<file path="src/pkg/qde_pkg.sv">
package qde_pkg;

   // Bus and block geometry.
   localparam int AXI_ADDR_W = 8;
   localparam int AXI_DATA_W = 32;
   localparam int AXI_STRB_W = AXI_DATA_W / 8;
   localparam int ENC_N      = 2;
   localparam int IN_N       = 2 * ENC_N;
   localparam int COUNT_W    = 32;

   // Threshold code: full scale of the threshold converter is 5 V.
   localparam int THR_W        = 8;
   localparam int THR_FULL_MV  = 5000;
   localparam int THR_RESET_MV = 2500;
   localparam logic [THR_W-1:0] THR_RESET =
      THR_W'(THR_RESET_MV * (1 << THR_W) / THR_FULL_MV);

   // Register byte offsets.
   localparam logic [AXI_ADDR_W-1:0] REG_CTRL       = 8'h00;
   localparam logic [AXI_ADDR_W-1:0] REG_LEVELS     = 8'h04;
   localparam logic [AXI_ADDR_W-1:0] REG_IRQ_STATUS = 8'h08;
   localparam logic [AXI_ADDR_W-1:0] REG_IRQ_MASK   = 8'h0c;
   localparam logic [AXI_ADDR_W-1:0] REG_COUNT_1    = 8'h10;
   localparam logic [AXI_ADDR_W-1:0] REG_COUNT_2    = 8'h14;

   // Control register fields.
   localparam int CTRL_THR_LSB  = 0;
   localparam int CTRL_GATE_LSB = 8;
   localparam logic [ENC_N-1:0] GATE_RESET = 2'h3;

   // Level register fields.
   localparam int LVL_SW_LSB    = 0;
   localparam int LVL_PHASE_LSB = 4;

   // Interrupt status and mask fields.
   localparam int IRQ_W        = 8;
   localparam int IRQ_SW_LSB   = 0;
   localparam int IRQ_BAD_LSB  = 4;
   localparam int IRQ_WRAP_LSB = 6;
   localparam logic [IRQ_W-1:0] IRQ_MASK_RESET = 8'h00;

   // Counter limits, signed two's complement.
   localparam logic [COUNT_W-1:0] COUNT_MAX = 32'h7fffffff;
   localparam logic [COUNT_W-1:0] COUNT_MIN = 32'h80000000;

   localparam logic [1:0] RESP_OKAY   = 2'h0;
   localparam logic [1:0] RESP_SLVERR = 2'h2;

endpackage : qde_pkg

</file>
<file path="src/pkg/qde_step_if.sv">
`timescale 1ns/1ps
interface qde_step_if;
   logic phase_a;
   logic phase_b;
   logic hold;
   logic step_up;
   logic step_down;
   logic step_bad;

   modport feeder  (output phase_a, phase_b, hold, input step_up, step_down, step_bad);
   modport decoder (input phase_a, phase_b, hold, output step_up, step_down, step_bad);
endinterface : qde_step_if

</file>
<file path="src/design/qde_quad_decoder.sv">
`timescale 1ns/1ps
module qde_quad_decoder
   import qde_pkg::*;
(
   // Clock and reset
   input  wire logic   aclk,
   input  wire logic   aresetn,
   // Synchronised phases in, count steps out
   qde_step_if.decoder step
);

   typedef struct packed {
      logic prev_a;
      logic prev_b;
      logic primed;
      logic up;
      logic down;
      logic bad;
   } qde_dec_state_t;

   localparam qde_dec_state_t DEC_RESET = '0;

   qde_dec_state_t state;
   qde_dec_state_t next_state;
   logic           moved_a;
   logic           moved_b;
   logic           reverse;

   always_comb begin
      next_state      = state;
      moved_a         = step.phase_a ^ state.prev_a;
      moved_b         = step.phase_b ^ state.prev_b;
      reverse         = state.prev_a ^ step.phase_b;
      next_state.prev_a = step.phase_a;
      next_state.prev_b = step.phase_b;
      next_state.primed = 1'b1;
      next_state.up     = 1'b0;
      next_state.down   = 1'b0;
      next_state.bad    = 1'b0;
      // The first sample after reset only seeds the history, it never counts.
      // switch blocks counting
      if (state.primed && !step.hold) begin
         if (moved_a && moved_b) begin
            next_state.bad = 1'b1;
         end else if (moved_a || moved_b) begin
            next_state.up   = ~reverse;
            next_state.down = reverse;
         end
      end
   end

   always_ff @(posedge aclk) begin
      if (!aresetn) begin
         state <= DEC_RESET;
      end else begin
         state <= next_state;
      end
   end

   assign step.step_up   = state.up;
   assign step.step_down = state.down;
   assign step.step_bad  = state.bad;

endmodule : qde_quad_decoder

</file>
<file path="src/design/qde_encoder_top.sv">
// The AXI4-Lite interface to the registers and the register offsets were left to the implementer.
`timescale 1ns/1ps
module qde_encoder_top
   import qde_pkg::*;
(
   // Clock and reset
   input  wire logic                  aclk,
   input  wire logic                  aresetn,
   // AXI4-Lite write address channel
   input  wire logic [AXI_ADDR_W-1:0] s_axi_awaddr,
   input  wire logic                  s_axi_awvalid,
   output logic                       s_axi_awready,
   // AXI4-Lite write data channel
   input  wire logic [AXI_DATA_W-1:0] s_axi_wdata,
   input  wire logic [AXI_STRB_W-1:0] s_axi_wstrb,
   input  wire logic                  s_axi_wvalid,
   output logic                       s_axi_wready,
   // AXI4-Lite write response channel
   output logic [1:0]                 s_axi_bresp,
   output logic                       s_axi_bvalid,
   input  wire logic                  s_axi_bready,
   // AXI4-Lite read address channel
   input  wire logic [AXI_ADDR_W-1:0] s_axi_araddr,
   input  wire logic                  s_axi_arvalid,
   output logic                       s_axi_arready,
   // AXI4-Lite read data channel
   output logic [AXI_DATA_W-1:0]      s_axi_rdata,
   output logic [1:0]                 s_axi_rresp,
   output logic                       s_axi_rvalid,
   input  wire logic                  s_axi_rready,
   // Threshold comparator outputs, high when above the programmed level
   input  wire logic [ENC_N-1:0]      phase_a_input,
   input  wire logic [ENC_N-1:0]      phase_b_input,
   // Fixed-level comparator outputs, high when above the switch level
   input  wire logic [ENC_N-1:0]      limit_clear_a,
   input  wire logic [ENC_N-1:0]      limit_clear_b,
   // Threshold converter code
   output logic [THR_W-1:0]           threshold_code,
   // Encoder state towards the speed and position logic
   output logic [COUNT_W-1:0]         position_count_1,
   output logic [COUNT_W-1:0]         position_count_2,
   output logic [IN_N-1:0]            switch_detect,
   // Interrupt
   output logic                       irq
);

   typedef struct packed {
      logic [IN_N-1:0]                phase_meta;
      logic [IN_N-1:0]                phase_sync;
      logic [IN_N-1:0]                sw_meta;
      logic [IN_N-1:0]                sw_sync;
      logic [IN_N-1:0]                sw_seen;
      logic [THR_W-1:0]               threshold;
      logic [ENC_N-1:0]               gate_en;
      logic [IRQ_W-1:0]               irq_status;
      logic [IRQ_W-1:0]               irq_mask;
      logic [ENC_N-1:0][COUNT_W-1:0]  count;
      logic [AXI_ADDR_W-1:0]          aw_addr;
      logic                           aw_held;
      logic                           w_held;
      logic [AXI_DATA_W-1:0]          w_data;
      logic [AXI_STRB_W-1:0]          w_strb;
      logic                           b_valid;
      logic [1:0]                     b_resp;
      logic                           r_valid;
      logic [1:0]                     r_resp;
      logic [AXI_DATA_W-1:0]          r_data;
   } qde_top_state_t;

   localparam qde_top_state_t TOP_RESET = '{
      threshold: THR_RESET,
      gate_en:   GATE_RESET,
      irq_mask:  IRQ_MASK_RESET,
      default:   '0
   };

   qde_top_state_t              state;
   qde_top_state_t              next_state;
   logic [IN_N-1:0]             phase_raw;
   logic [IN_N-1:0]             limit_raw;
   logic [ENC_N-1:0]            step_up;
   logic [ENC_N-1:0]            step_down;
   logic [ENC_N-1:0]            step_bad;
   logic [IRQ_W-1:0]            events;
   logic [IRQ_W-1:0]            status_clear;
   logic [AXI_DATA_W-1:0]       ctrl_word;
   logic [AXI_DATA_W-1:0]       levels_word;
   logic [AXI_DATA_W-1:0]       merged;
   logic [COUNT_W:0]            stepped;

   // Byte-lane merge of a write into the current register value.
   function automatic logic [AXI_DATA_W-1:0] merge_strb(
      input logic [AXI_DATA_W-1:0] old_word,
      input logic [AXI_DATA_W-1:0] new_word,
      input logic [AXI_STRB_W-1:0] strb
   );
      logic [AXI_DATA_W-1:0] result;
      result = old_word;
      for (int i = 0; i < AXI_STRB_W; i++) begin
         if (strb[i]) begin
            result[i*8 +: 8] = new_word[i*8 +: 8];
         end
      end
      return result;
   endfunction : merge_strb

   // One count step; the top bit reports a wrap to zero at either limit.
   function automatic logic [COUNT_W:0] count_step(
      input logic [COUNT_W-1:0] value,
      input logic               up,
      input logic               down
   );
      logic [COUNT_W:0] result;
      result = {1'b0, value};
      if (up) begin
         if (value == COUNT_MAX) begin
            result = {1'b1, {COUNT_W{1'b0}}};
         end else begin
            result = {1'b0, value + COUNT_W'(1)};
         end
      end else if (down) begin
         if (value == COUNT_MIN) begin
            result = {1'b1, {COUNT_W{1'b0}}};
         end else begin
            result = {1'b0, value - COUNT_W'(1)};
         end
      end
      return result;
   endfunction : count_step

   // channel inputs map to switches
   // Bit order is encoder 1 A, encoder 1 B, encoder 2 A, encoder 2 B, which
   // makes switch n sit on bit n-1.
   // only two channels used
   assign phase_raw = {phase_b_input[1], phase_a_input[1],
                       phase_b_input[0], phase_a_input[0]};
   assign limit_raw = {limit_clear_b[1], limit_clear_a[1],
                       limit_clear_b[0], limit_clear_a[0]};

   // one count per clock
   // A full count takes a single clock, so at 250 MHz the decoder keeps up with
   // rates far above the minimum; the limit is the comparator front end.
   qde_step_if step_bus [ENC_N] ();

   for (genvar e = 0; e < ENC_N; e++) begin : g_dec
      assign step_bus[e].phase_a = state.phase_sync[2*e];
      assign step_bus[e].phase_b = state.phase_sync[2*e+1];
      // gate on active switch
      // The gate lasts one sample past the release. The phase level and the switch
      // flag come back in the same sample, and that return must not count as a step.
      assign step_bus[e].hold    = state.gate_en[e]
                                   & (|(state.sw_sync[2*e +: 2] | state.sw_seen[2*e +: 2]));
      assign step_up[e]          = step_bus[e].step_up;
      assign step_down[e]        = step_bus[e].step_down;
      assign step_bad[e]         = step_bus[e].step_bad;

      qde_quad_decoder u_dec (
         .aclk    (aclk),
         .aresetn (aresetn),
         .step    (step_bus[e])
      );
   end

   assign ctrl_word   = AXI_DATA_W'({state.gate_en, state.threshold});
   assign levels_word = AXI_DATA_W'({state.phase_sync, state.sw_sync});

   always_comb begin
      next_state   = state;
      events       = '0;
      status_clear = '0;
      merged       = '0;
      stepped      = '0;

      next_state.phase_meta = phase_raw;
      next_state.phase_sync = state.phase_meta;
      next_state.sw_meta    = ~limit_raw;
      next_state.sw_sync    = state.sw_meta;
      next_state.sw_seen    = state.sw_sync;

      // A switch event fires on the closing of a switch, not while it stays on.
      events[IRQ_SW_LSB +: IN_N] = state.sw_sync & ~state.sw_seen;

      for (int e = 0; e < ENC_N; e++) begin
         events[IRQ_BAD_LSB + e] = step_bad[e];
         stepped = count_step(state.count[e], step_up[e], step_down[e]);
         next_state.count[e]      = stepped[COUNT_W-1:0];
         events[IRQ_WRAP_LSB + e] = stepped[COUNT_W];
      end

      // Write address and data are taken independently, in either order.
      if (s_axi_awvalid && s_axi_awready) begin
         next_state.aw_addr = s_axi_awaddr;
         next_state.aw_held = 1'b1;
      end
      if (s_axi_wvalid && s_axi_wready) begin
         next_state.w_data = s_axi_wdata;
         next_state.w_strb = s_axi_wstrb;
         next_state.w_held = 1'b1;
      end
      if (state.b_valid && s_axi_bready) begin
         next_state.b_valid = 1'b0;
      end

      // A counter load is applied after the step, so software wins the race.
      if (state.aw_held && state.w_held) begin
         next_state.aw_held = 1'b0;
         next_state.w_held  = 1'b0;
         next_state.b_valid = 1'b1;
         next_state.b_resp  = RESP_OKAY;
         unique case (state.aw_addr)
            REG_CTRL: begin
               merged = merge_strb(ctrl_word, state.w_data, state.w_strb);
               next_state.threshold = merged[CTRL_THR_LSB +: THR_W];
               next_state.gate_en   = merged[CTRL_GATE_LSB +: ENC_N];
            end
            REG_IRQ_MASK: begin
               merged = merge_strb(AXI_DATA_W'(state.irq_mask), state.w_data,
                                   state.w_strb);
               next_state.irq_mask = merged[IRQ_W-1:0];
            end
            REG_COUNT_1: begin
               next_state.count[0] = merge_strb(state.count[0], state.w_data,
                                                state.w_strb);
            end
            REG_COUNT_2: begin
               next_state.count[1] = merge_strb(state.count[1], state.w_data,
                                                state.w_strb);
            end
            REG_LEVELS, REG_IRQ_STATUS: begin
               // Read-only words accept and drop the write.
               next_state.b_resp = RESP_OKAY;
            end
            default: begin
               next_state.b_resp = RESP_SLVERR;
            end
         endcase
      end

      if (state.r_valid && s_axi_rready) begin
         next_state.r_valid = 1'b0;
      end
      if (s_axi_arvalid && s_axi_arready) begin
         next_state.r_valid = 1'b1;
         next_state.r_resp  = RESP_OKAY;
         unique case (s_axi_araddr)
            REG_CTRL:       next_state.r_data = ctrl_word;
            REG_LEVELS:     next_state.r_data = levels_word;
            REG_IRQ_STATUS: begin
               next_state.r_data = AXI_DATA_W'(state.irq_status);
               status_clear      = state.irq_status;
            end
            REG_IRQ_MASK:   next_state.r_data = AXI_DATA_W'(state.irq_mask);
            REG_COUNT_1:    next_state.r_data = state.count[0];
            REG_COUNT_2:    next_state.r_data = state.count[1];
            default: begin
               next_state.r_data = '0;
               next_state.r_resp = RESP_SLVERR;
            end
         endcase
      end

      // A new event in the clearing cycle survives the read.
      next_state.irq_status = (state.irq_status & ~status_clear) | events;
   end

   always_ff @(posedge aclk) begin
      if (!aresetn) begin
         state <= TOP_RESET;
      end else begin
         state <= next_state;
      end
   end

   // Handshake readies; each channel refuses while its previous item waits.
   assign s_axi_awready = ~state.aw_held & ~state.b_valid;
   assign s_axi_wready  = ~state.w_held & ~state.b_valid;
   assign s_axi_arready = ~state.r_valid;
   assign s_axi_bvalid  = state.b_valid;
   assign s_axi_bresp   = state.b_resp;
   assign s_axi_rvalid  = state.r_valid;
   assign s_axi_rresp   = state.r_resp;
   assign s_axi_rdata   = state.r_data;

   assign threshold_code   = state.threshold;
   assign position_count_1 = state.count[0];
   assign position_count_2 = state.count[1];
   assign switch_detect    = state.sw_sync;
   assign irq              = |(state.irq_status & state.irq_mask);

endmodule : qde_encoder_top

</file>
<file path="config.mk">
export PLATFORM = sky130hd
export DESIGN_NAME = qde_encoder_top
export DESIGN_NICKNAME = d
export VERILOG_FILES = /design/src/pkg/qde_pkg.sv /design/src/pkg/qde_step_if.sv /design/src/design/qde_quad_decoder.sv /design/src/design/qde_encoder_top.sv
export SDC_FILE = /design/constraint.sdc
export NUM_CORES = 1
export LEC_CHECK = 0
export ABC_AREA = 1
export BUFFER_PORTS_ARGS = -buffer_cell sky130_fd_sc_hd__buf_4
export CAP_MARGIN = 20
export CORE_ASPECT_RATIO = 1.2
export CORE_MARGIN = 2
export CORE_UTILIZATION = 40
export CTS_BUF_LIST = sky130_fd_sc_hd__clkbuf_16
export CTS_CLUSTER_DIAMETER = 100
export CTS_CLUSTER_SIZE = 14
export DETAILED_ROUTE_END_ITERATION = 8
export SYNTH_ARGS = -nofsm -noshare
export SYNTH_HDL_FRONTEND = slang
export SYNTH_SLANG_ARGS = --single-unit
</file>
<file path="constraint.sdc">
create_clock -name aclk -period 2.2 [get_ports aclk]
set_clock_uncertainty 0.05 [all_clocks]
set_input_delay 0.33 -clock aclk [delete_from_list [all_inputs] [get_ports aclk]]
set_output_delay 0.33 -clock aclk [all_outputs]
set_load 0.01 [all_outputs]
</file>
==> results of run 1 <==
[flip-flops by register name, indices dropped and copies added (netlist names), 2 cells and up]
register / flops
g_dec.u_dec.step.step_down: 2
position_count_1: 32
position_count_2: 32
g_dec.u_dec.step.step_bad: 2
g_dec.u_dec.step.step_up: 2
g_dec.u_dec.state: 5
threshold_code: 8
switch_detect: 4
next_state: 8
levels_word: 4
state: 66
s_axi_rdata: 32
ctrl_word: 2
[worst min-delay path by stage]
| stage | cells past startpoint | end | slack, ns | startpoint |
|---|---|---|---|---|
| 2_1_floorplan | 0 | g_dec[0].u_dec.state[3] | 0.31 | aresetn |
| 6_report | 3 | state[42] | 0.02 | s_axi_wdata[0] |
| 3_3_place_gp | 2 | switch_detect[1] | 0.34 | next_state[179] |
| 4_1_cts | 4 | s_axi_bvalid | 0.007 | s_axi_bready |
| 3_5_place_dp | 2 | switch_detect[2] | 0.35 | next_state[180] |
| 5_1_grt | 3 | state[55] | 0.03 | s_axi_wdata[13] |
[per-stage QoR]
step                setup slack, ns  hold slack, ns
CTS                          0.0163         0.00706
floorplan                     0.427           0.308
detailed placement           0.0186           0.348
global placement             0.0348           0.342
global route                -0.0180          0.0311
finish                       0.0755          0.0181
[repair_timing]
action / CTS / global route
hold buffers: 8 / 0
setup endpoints to repair: 0 / 35
gates resized for setup: 0 / 28
setup buffers: 0 / 5
hold endpoints to repair: 8 / 0
[cell type report]
type                       instances  area [µm²]
timing repair inverter             1        6.26
inverter                         204         771
timing repair buffer             351        2710
multi-input combinational       1564        7440
fill                            3667       17700
clock buffer                      19         475
tap                              456         571
clock inverter                     3        37.5
sequential                       203        4070
[cells by family (layout without fill, tap and decap cells)]
family / count (synthesis) / after routing / synth area share [%]
AOI/OAI and AO/OA: 356 / 356 / 14.0
buffers and inverters: 423 / 578 / 16.1
other: 1 / 2 / 0.0275
xor gates and xnor gates: 63 / 63 / 4.05
DFF: 203 / 203 / 29.8
adders and majority gates: 4 / 4 / 0.367
and+or+nand+nor: 1139 / 1139 / 35.7
[worst reg2reg max path: cells and delay by family, from the launching register on]
| kind | cells | cell delay, ns |
|---|---|---|
| compound gates | 2 | 0.40 |
| simple gates | 8 | 0.84 |
| buf+inv | 2 | 0.35 |
| flops | 1 | 0.36 |
[power by group through the flow]
stage / Sequential (W) / Combinational [W] / Clock (W)
3_3_place_gp: 0.00400 / 0.00113 / 0
6_report: 0.00392 / 0.00118 / 0.00310
3_5_place_dp: 0.00401 / 0.00114 / 0
4_1_cts: 0.00392 / 0.00115 / 0.00317
5_1_grt: 0.00394 / 0.00130 / 0.00328
2_1_floorplan: 0.00396 / 0.000701 / 0
[cell usage in the layout, fill, tap and decap left out, types with 5 or more instances in the layout]
cell type      netlist  routed
o22ai_1             33      33
clkbuf_16            0      19
o21ai_1             14      14
nand4_1             33      33
dlygate4sd3_1        0       8
inv_1              191     191
o21ai_0            139     139
dfxtp_1            203     195
dfxtp_2              0       8
a31oi_1              5       5
nand3_1            169     169
o211ai_1             8       8
nor3_1              21      21
nand3_2              7       7
or2_2                5       5
inv_2                9      10
nand2_2              5       9
xnor2_1              6       6
buf_4              118     337
nor2_4               7       9
nor2_1             288     280
xor2_1              57      57
nor2_2              23      29
a21oi_1            141     141
nand2_1            564     560
[metal layers]
metal,vias to the layer above,share of wire (%),routed length [µm]
li1,7241,-,-
met1,6803,41,22300
met2,622,46,24800
met3,137,6.5,3550
met4,2,6.8,3670
met5,-,0.024,13
==> results.sh, run 1 <==
export IMPL_layout_min_cycle_time_ns=2.12
export IMPL_cp_data_required_time_ns=2.52
export IMPL_seq_area_frac_synth_pct=29.8
export IMPL_core_area_um2=33800
export IMPL_power_frac_clock_pct=37.8
export IMPL_worst_pin_slew_ns=0.696
export IMPL_setup_viol=0
export IMPL_grtUsageMet2_pct=49.9
export IMPL_syn_area_per_cell_um2=6.23
export IMPL_cp_max_fo=6
export IMPL_status="completed"
export IMPL_crit_end="position_count_1[11]"
export IMPL_p_comb_share_pct=14.4
export IMPL_clock_latency_ns=0.53
export IMPL_nNetsFinal=2414
export IMPL_port_buffers=182
export IMPL_first_global_vias=13900
export IMPL_hp_class="in -> reg"
export IMPL_drt_pass1_iterations=6
export IMPL_synth_common_cells="nand2_1 (564), nor2_1 (288), dfxtp_1 (203)"
export IMPL_cap_violations=0
export IMPL_grtUsageMet3_pct=3.84
export IMPL_die_w_um=173
export IMPL_synth_seq_cells=203
export IMPL_ios=185
export IMPL_drcViolationCount=0
export IMPL_cp_start_kind="flop"
export IMPL_ys_types=51
export IMPL_crit_family="simple AND/OR/NAND/NOR gates"
export IMPL_initial_core_util_pct=40.4
export IMPL_num_vias=14800
export IMPL_antenna_cells=0
export IMPL_worst_path_stages=12
export IMPL_cts_buffers=18
export IMPL_async_flop_share_pct=0
export IMPL_swShare_pct=28.2
export IMPL_powerDensity_nw_per_um2=510
export IMPL_grt_pass1_wl_mm=81.0
export IMPL_path_buf_inv=2
export IMPL_instances_no_fill=2801
export IMPL_yosys_warnings=0
export IMPL_synth_ff_type="dfxtp_1"
export IMPL_total_leakage_power_nw=7.25
export IMPL_synth_cells=2189
export IMPL_dp_hpwl_mm=43.1
export IMPL_reg2reg_depth=12
export IMPL_finish_utilization_pct=47.6
export IMPL_drive_above_1_share_pct=19.4
export IMPL_yosysMostFrequentCell="nand2_1"
export IMPL_switchingPower_w=0.00231
export IMPL_yosys_top_cells_area="dfxtp_1 (30%), nand2_1 (16%), nor2_1 (7.9%)"
export IMPL_grt_max_degree=56
export IMPL_synth_edf_count=0
export IMPL_rr_startpoint="position_count_1[4]"
export IMPL_clk_pin_slew_ns=0.08
export IMPL_grt_antenna_before_repair=1
export IMPL_worst_setup_path_end_kind="flop"
export IMPL_cp_arrival_ns=2.45
export IMPL_reg2reg_slack_ns=0.08
export IMPL_slowest_delay_ns=0.36
export IMPL_drt_iter0_drc=1197
export IMPL_clock_path_buffers=3
export IMPL_cpMaxStageDelayCell="dfxtp_1"
export IMPL_cts_max_level=1
export IMPL_syn_area_um2=13600
export IMPL_final_max_slew_viol_count=0
export IMPL_busiest_layer="met2"
export IMPL_placed_area_um2=15400
export IMPL_routed_wl_mm=54.3
export IMPL_wl_per_cell_um=19.4
export IMPL_finalPower_w=0.00820
export IMPL_dp_cells=2765
export IMPL_vias_per_cell=5.29
export IMPL_finalSetupTns_ns=0
export IMPL_syn2layout_area_growth_pct=18.0
export IMPL_fp_dieH_um=206
export IMPL_max_freq_mhz=471
export IMPL_yosysTopAreaCell="dfxtp_1"
export IMPL_relSlewSlack_pct=53.2
export IMPL_crit_type="reg -> reg"
export IMPL_fin_area_um2=16100
export IMPL_track_usage_pct=29.6
export IMPL_ant_nets=0
export IMPL_synth_top_area_share_pct=29.8
export IMPL_place_congestion=0.997
export IMPL_die_area_um2=35600
export IMPL_rsz0062_at_grt="true"
export IMPL_hold_violations=0
export IMPL_critical_path_startpoint="position_count_1[4]"
export IMPL_grt_overflow=0
export IMPL_cts_sinks=203
export IMPL_worstPathCellList="buf_4 > nand2_1 > nor2_1 > nand2_2 > nor2_4 > nand2_4 > o21ai_4 > clkinv_4 > nand2_2 > nand3_1 > nand2_1 > a21oi_1"
export IMPL_grt_use_met1_pct=35.9
export IMPL_timing_rr_end="position_count_1[11]"
export IMPL_ir_drop_uv=526
export IMPL_p_int_w=0.00589
export IMPL_period_share_pct=96.6
export IMPL_rows=74
export IMPL_cts_root_buffer="clkbuf_16"
export IMPL_cts_tree="done"
export IMPL_seqPwrFrac_pct=47.8
(Power assumes the default switching activity.)
==> run 2, diff against run 1 <==
--- a/config.mk
+++ b/config.mk
@@ -15,6 +15,7 @@
 export CTS_CLUSTER_DIAMETER = 100
 export CTS_CLUSTER_SIZE = 14
 export DETAILED_ROUTE_END_ITERATION = 8
+export HOLD_SLACK_MARGIN = 0.1
 export SYNTH_ARGS = -nofsm -noshare
 export SYNTH_HDL_FRONTEND = slang
 export SYNTH_SLANG_ARGS = --single-unit
==> run 2 against run 1 <==
Global-route usage grew 0.37 points. Cell count grew 1.6%. Wire length grew 1.4%. Design area grew 2.8%.
==> results.sh, run 2 (synthesis gave the netlist of run 1 again) <==
export IMPL_status="completed"
export IMPL_hp_class="in -> reg"
export IMPL_core_area_um2=33800
export IMPL_routed_wl_mm=55.1
export IMPL_max_freq_mhz=470
export IMPL_multi_input_area_um2=7440
export IMPL_num_vias=15000
export IMPL_cpMaxStageDelayCell="dfxtp_1"
export IMPL_cp_data_required_time_ns=2.52
export IMPL_rr_startpoint="position_count_1[8]"
export IMPL_worstHoldStart="s_axi_wstrb[1]"
export IMPL_placed_area_um2=15400
export IMPL_drive_above_1_share_pct=19.0
export IMPL_final_max_slew_viol_count=0
export IMPL_crit_top_cell="nand2_1"
export IMPL_final_seq_area_um2=4070
export IMPL_ir_drop_uv=528
export IMPL_drt_iter0_drc=1090
export IMPL_port_buffers=182
export IMPL_place_congestion=0.997
export IMPL_ant_nets=0
export IMPL_rows=74
export IMPL_finish_utilization_pct=48.9
export IMPL_largest_reg_flops=66
export IMPL_setup_viol=0
export IMPL_cts_buffers=18
export IMPL_first_global_vias=14100
export IMPL_final_cell_mix="nand2_1 (560), buf_4 (337), nor2_1 (280)"
export IMPL_dp_hpwl_mm=43.1
export IMPL_fin_area_um2=16500
export IMPL_cp_start_kind="flop"
export IMPL_crit_family="simple AND/OR/NAND/NOR gates"
export IMPL_finalPower_w=0.00826
export IMPL_clock_path_buffers=3
export IMPL_cts_tree="done"
export IMPL_drt_pass1_iterations=6
export IMPL_critical_path_startpoint="position_count_1[8]"
export IMPL_vias_per_cell=5.25
export IMPL_layout_min_cycle_time_ns=2.13
export IMPL_relSlewSlack_pct=53.4
export IMPL_cp_max_fo=7
export IMPL_nNetsFinal=2459
export IMPL_worst_setup_path_end_kind="flop"
export IMPL_hold_violations=0
export IMPL_wl_per_cell_um=19.4
export IMPL_clk_pin_slew_ns=0.08
export IMPL_slowest_delay_ns=0.37
export IMPL_path_buf_inv=2
export IMPL_fp_dieH_um=206
export IMPL_rsz0062_at_grt="true"
export IMPL_track_usage_pct=30.0
export IMPL_drcViolationCount=0
export IMPL_grt_overflow=0
export IMPL_crit_type="reg -> reg"
export IMPL_clock_latency_ns=0.52
export IMPL_powerDensity_nw_per_um2=500
export IMPL_die_area_um2=35600
export IMPL_grt_pass1_wl_mm=82.2
export IMPL_ios=185
export IMPL_final_common_cell="nand2_1"
export IMPL_initial_core_util_pct=40.4
export IMPL_period_share_pct=96.7
export IMPL_largest_register="state"
export IMPL_cts_max_level=1
export IMPL_cap_violations=0
export IMPL_antenna_cells=0
export IMPL_reg2reg_slack_ns=0.07
export IMPL_cts_root_buffer="clkbuf_16"
export IMPL_cts_sinks=203
export IMPL_total_leakage_power_nw=7.44
export IMPL_die_w_um=173
export IMPL_grt_antenna_before_repair=1
export IMPL_worst_pin_slew_ns=0.694
export IMPL_cp_arrival_ns=2.45
export IMPL_grt_max_degree=56
export IMPL_syn2layout_area_growth_pct=21.3
export IMPL_worstPathCellList="buf_4 > nand2_1 > nor2_1 > nand2_1 > nor2_4 > nand2_4 > o21ai_4 > clkinv_4 > nand2_2 > nand3_1 > nand2_1 > a21oi_1"
export IMPL_nFillCells=3602
## run 2: cell types whose count changed in the layout (fill, tap and decap cells not counted)
cell	before	now
dlygate4sd3_1	8	53
## run 2: metrics by stage
stage,std cells,setup TNS [ns],worst slack [ns],hold WS [ns]
after global placement,2765,0,0.0348,0.342
after CTS,2840,0,0.0163,0.115
after detailed placement,2765,0,0.0186,0.348
after global routing,2846,-0.0375,-0.0180,0.138
final,2846,0,0.0727,0.140
after floorplan,2190,0,0.427,0.308
## run 2: final timing paths
check	cells past startpoint	end
setup / recovery	12	position_count_1[11]
hold / removal	3	state[39]
setup reg to reg	12	position_count_1[11]
hold reg to reg	2	switch_detect[1]
## run 2: what timing repair did
item,4_1_cts,5_1_grt
hold buffers,53,0
buffers inserted,0,5
endpoints found under the setup margin,0,35
endpoints found under the hold margin,52,0
resized for setup,0,28
## run 2: layer usage
metal	vias up	routed length [µm]	global-route usage, %	part of all wire, %
li1	7319	-	-	-
met2	570	25500	51.1	46
met5	-	13	0	0.024
met4	2	3590	18.4	6.5
met3	128	3430	3.77	6.2
met1	6935	22600	36.1	41
## run 2: worst reg2reg max path, delay by kind of cell, from the launching register on
kind / cells / cell delay [ns]
AOI/OAI and AO/OA: 2 / 0.40
and+or+nand+nor: 8 / 0.82
buffers and inverters: 2 / 0.34
DFF: 1 / 0.37
## run 2: power by group
part	switching (W)	leakage (nW)	internal [W]
Combinational	0.000767	5.53	0.000479
Sequential	0.000114	1.66	0.00381
Clock	0.00144	0.255	0.00165
## run 2: area by class of cell
class | instances | area share (%)
Multi-Input combinational cell | 1564 | 45.0
Sequential cell | 203 | 24.6
Timing Repair Buffer | 396 | 19.1
Inverter | 204 | 4.66
Tap cell | 456 | 3.45
Clock buffer | 19 | 2.87
Clock inverter | 3 | 0.227
Timing Repair inverter | 1 | 0.0378
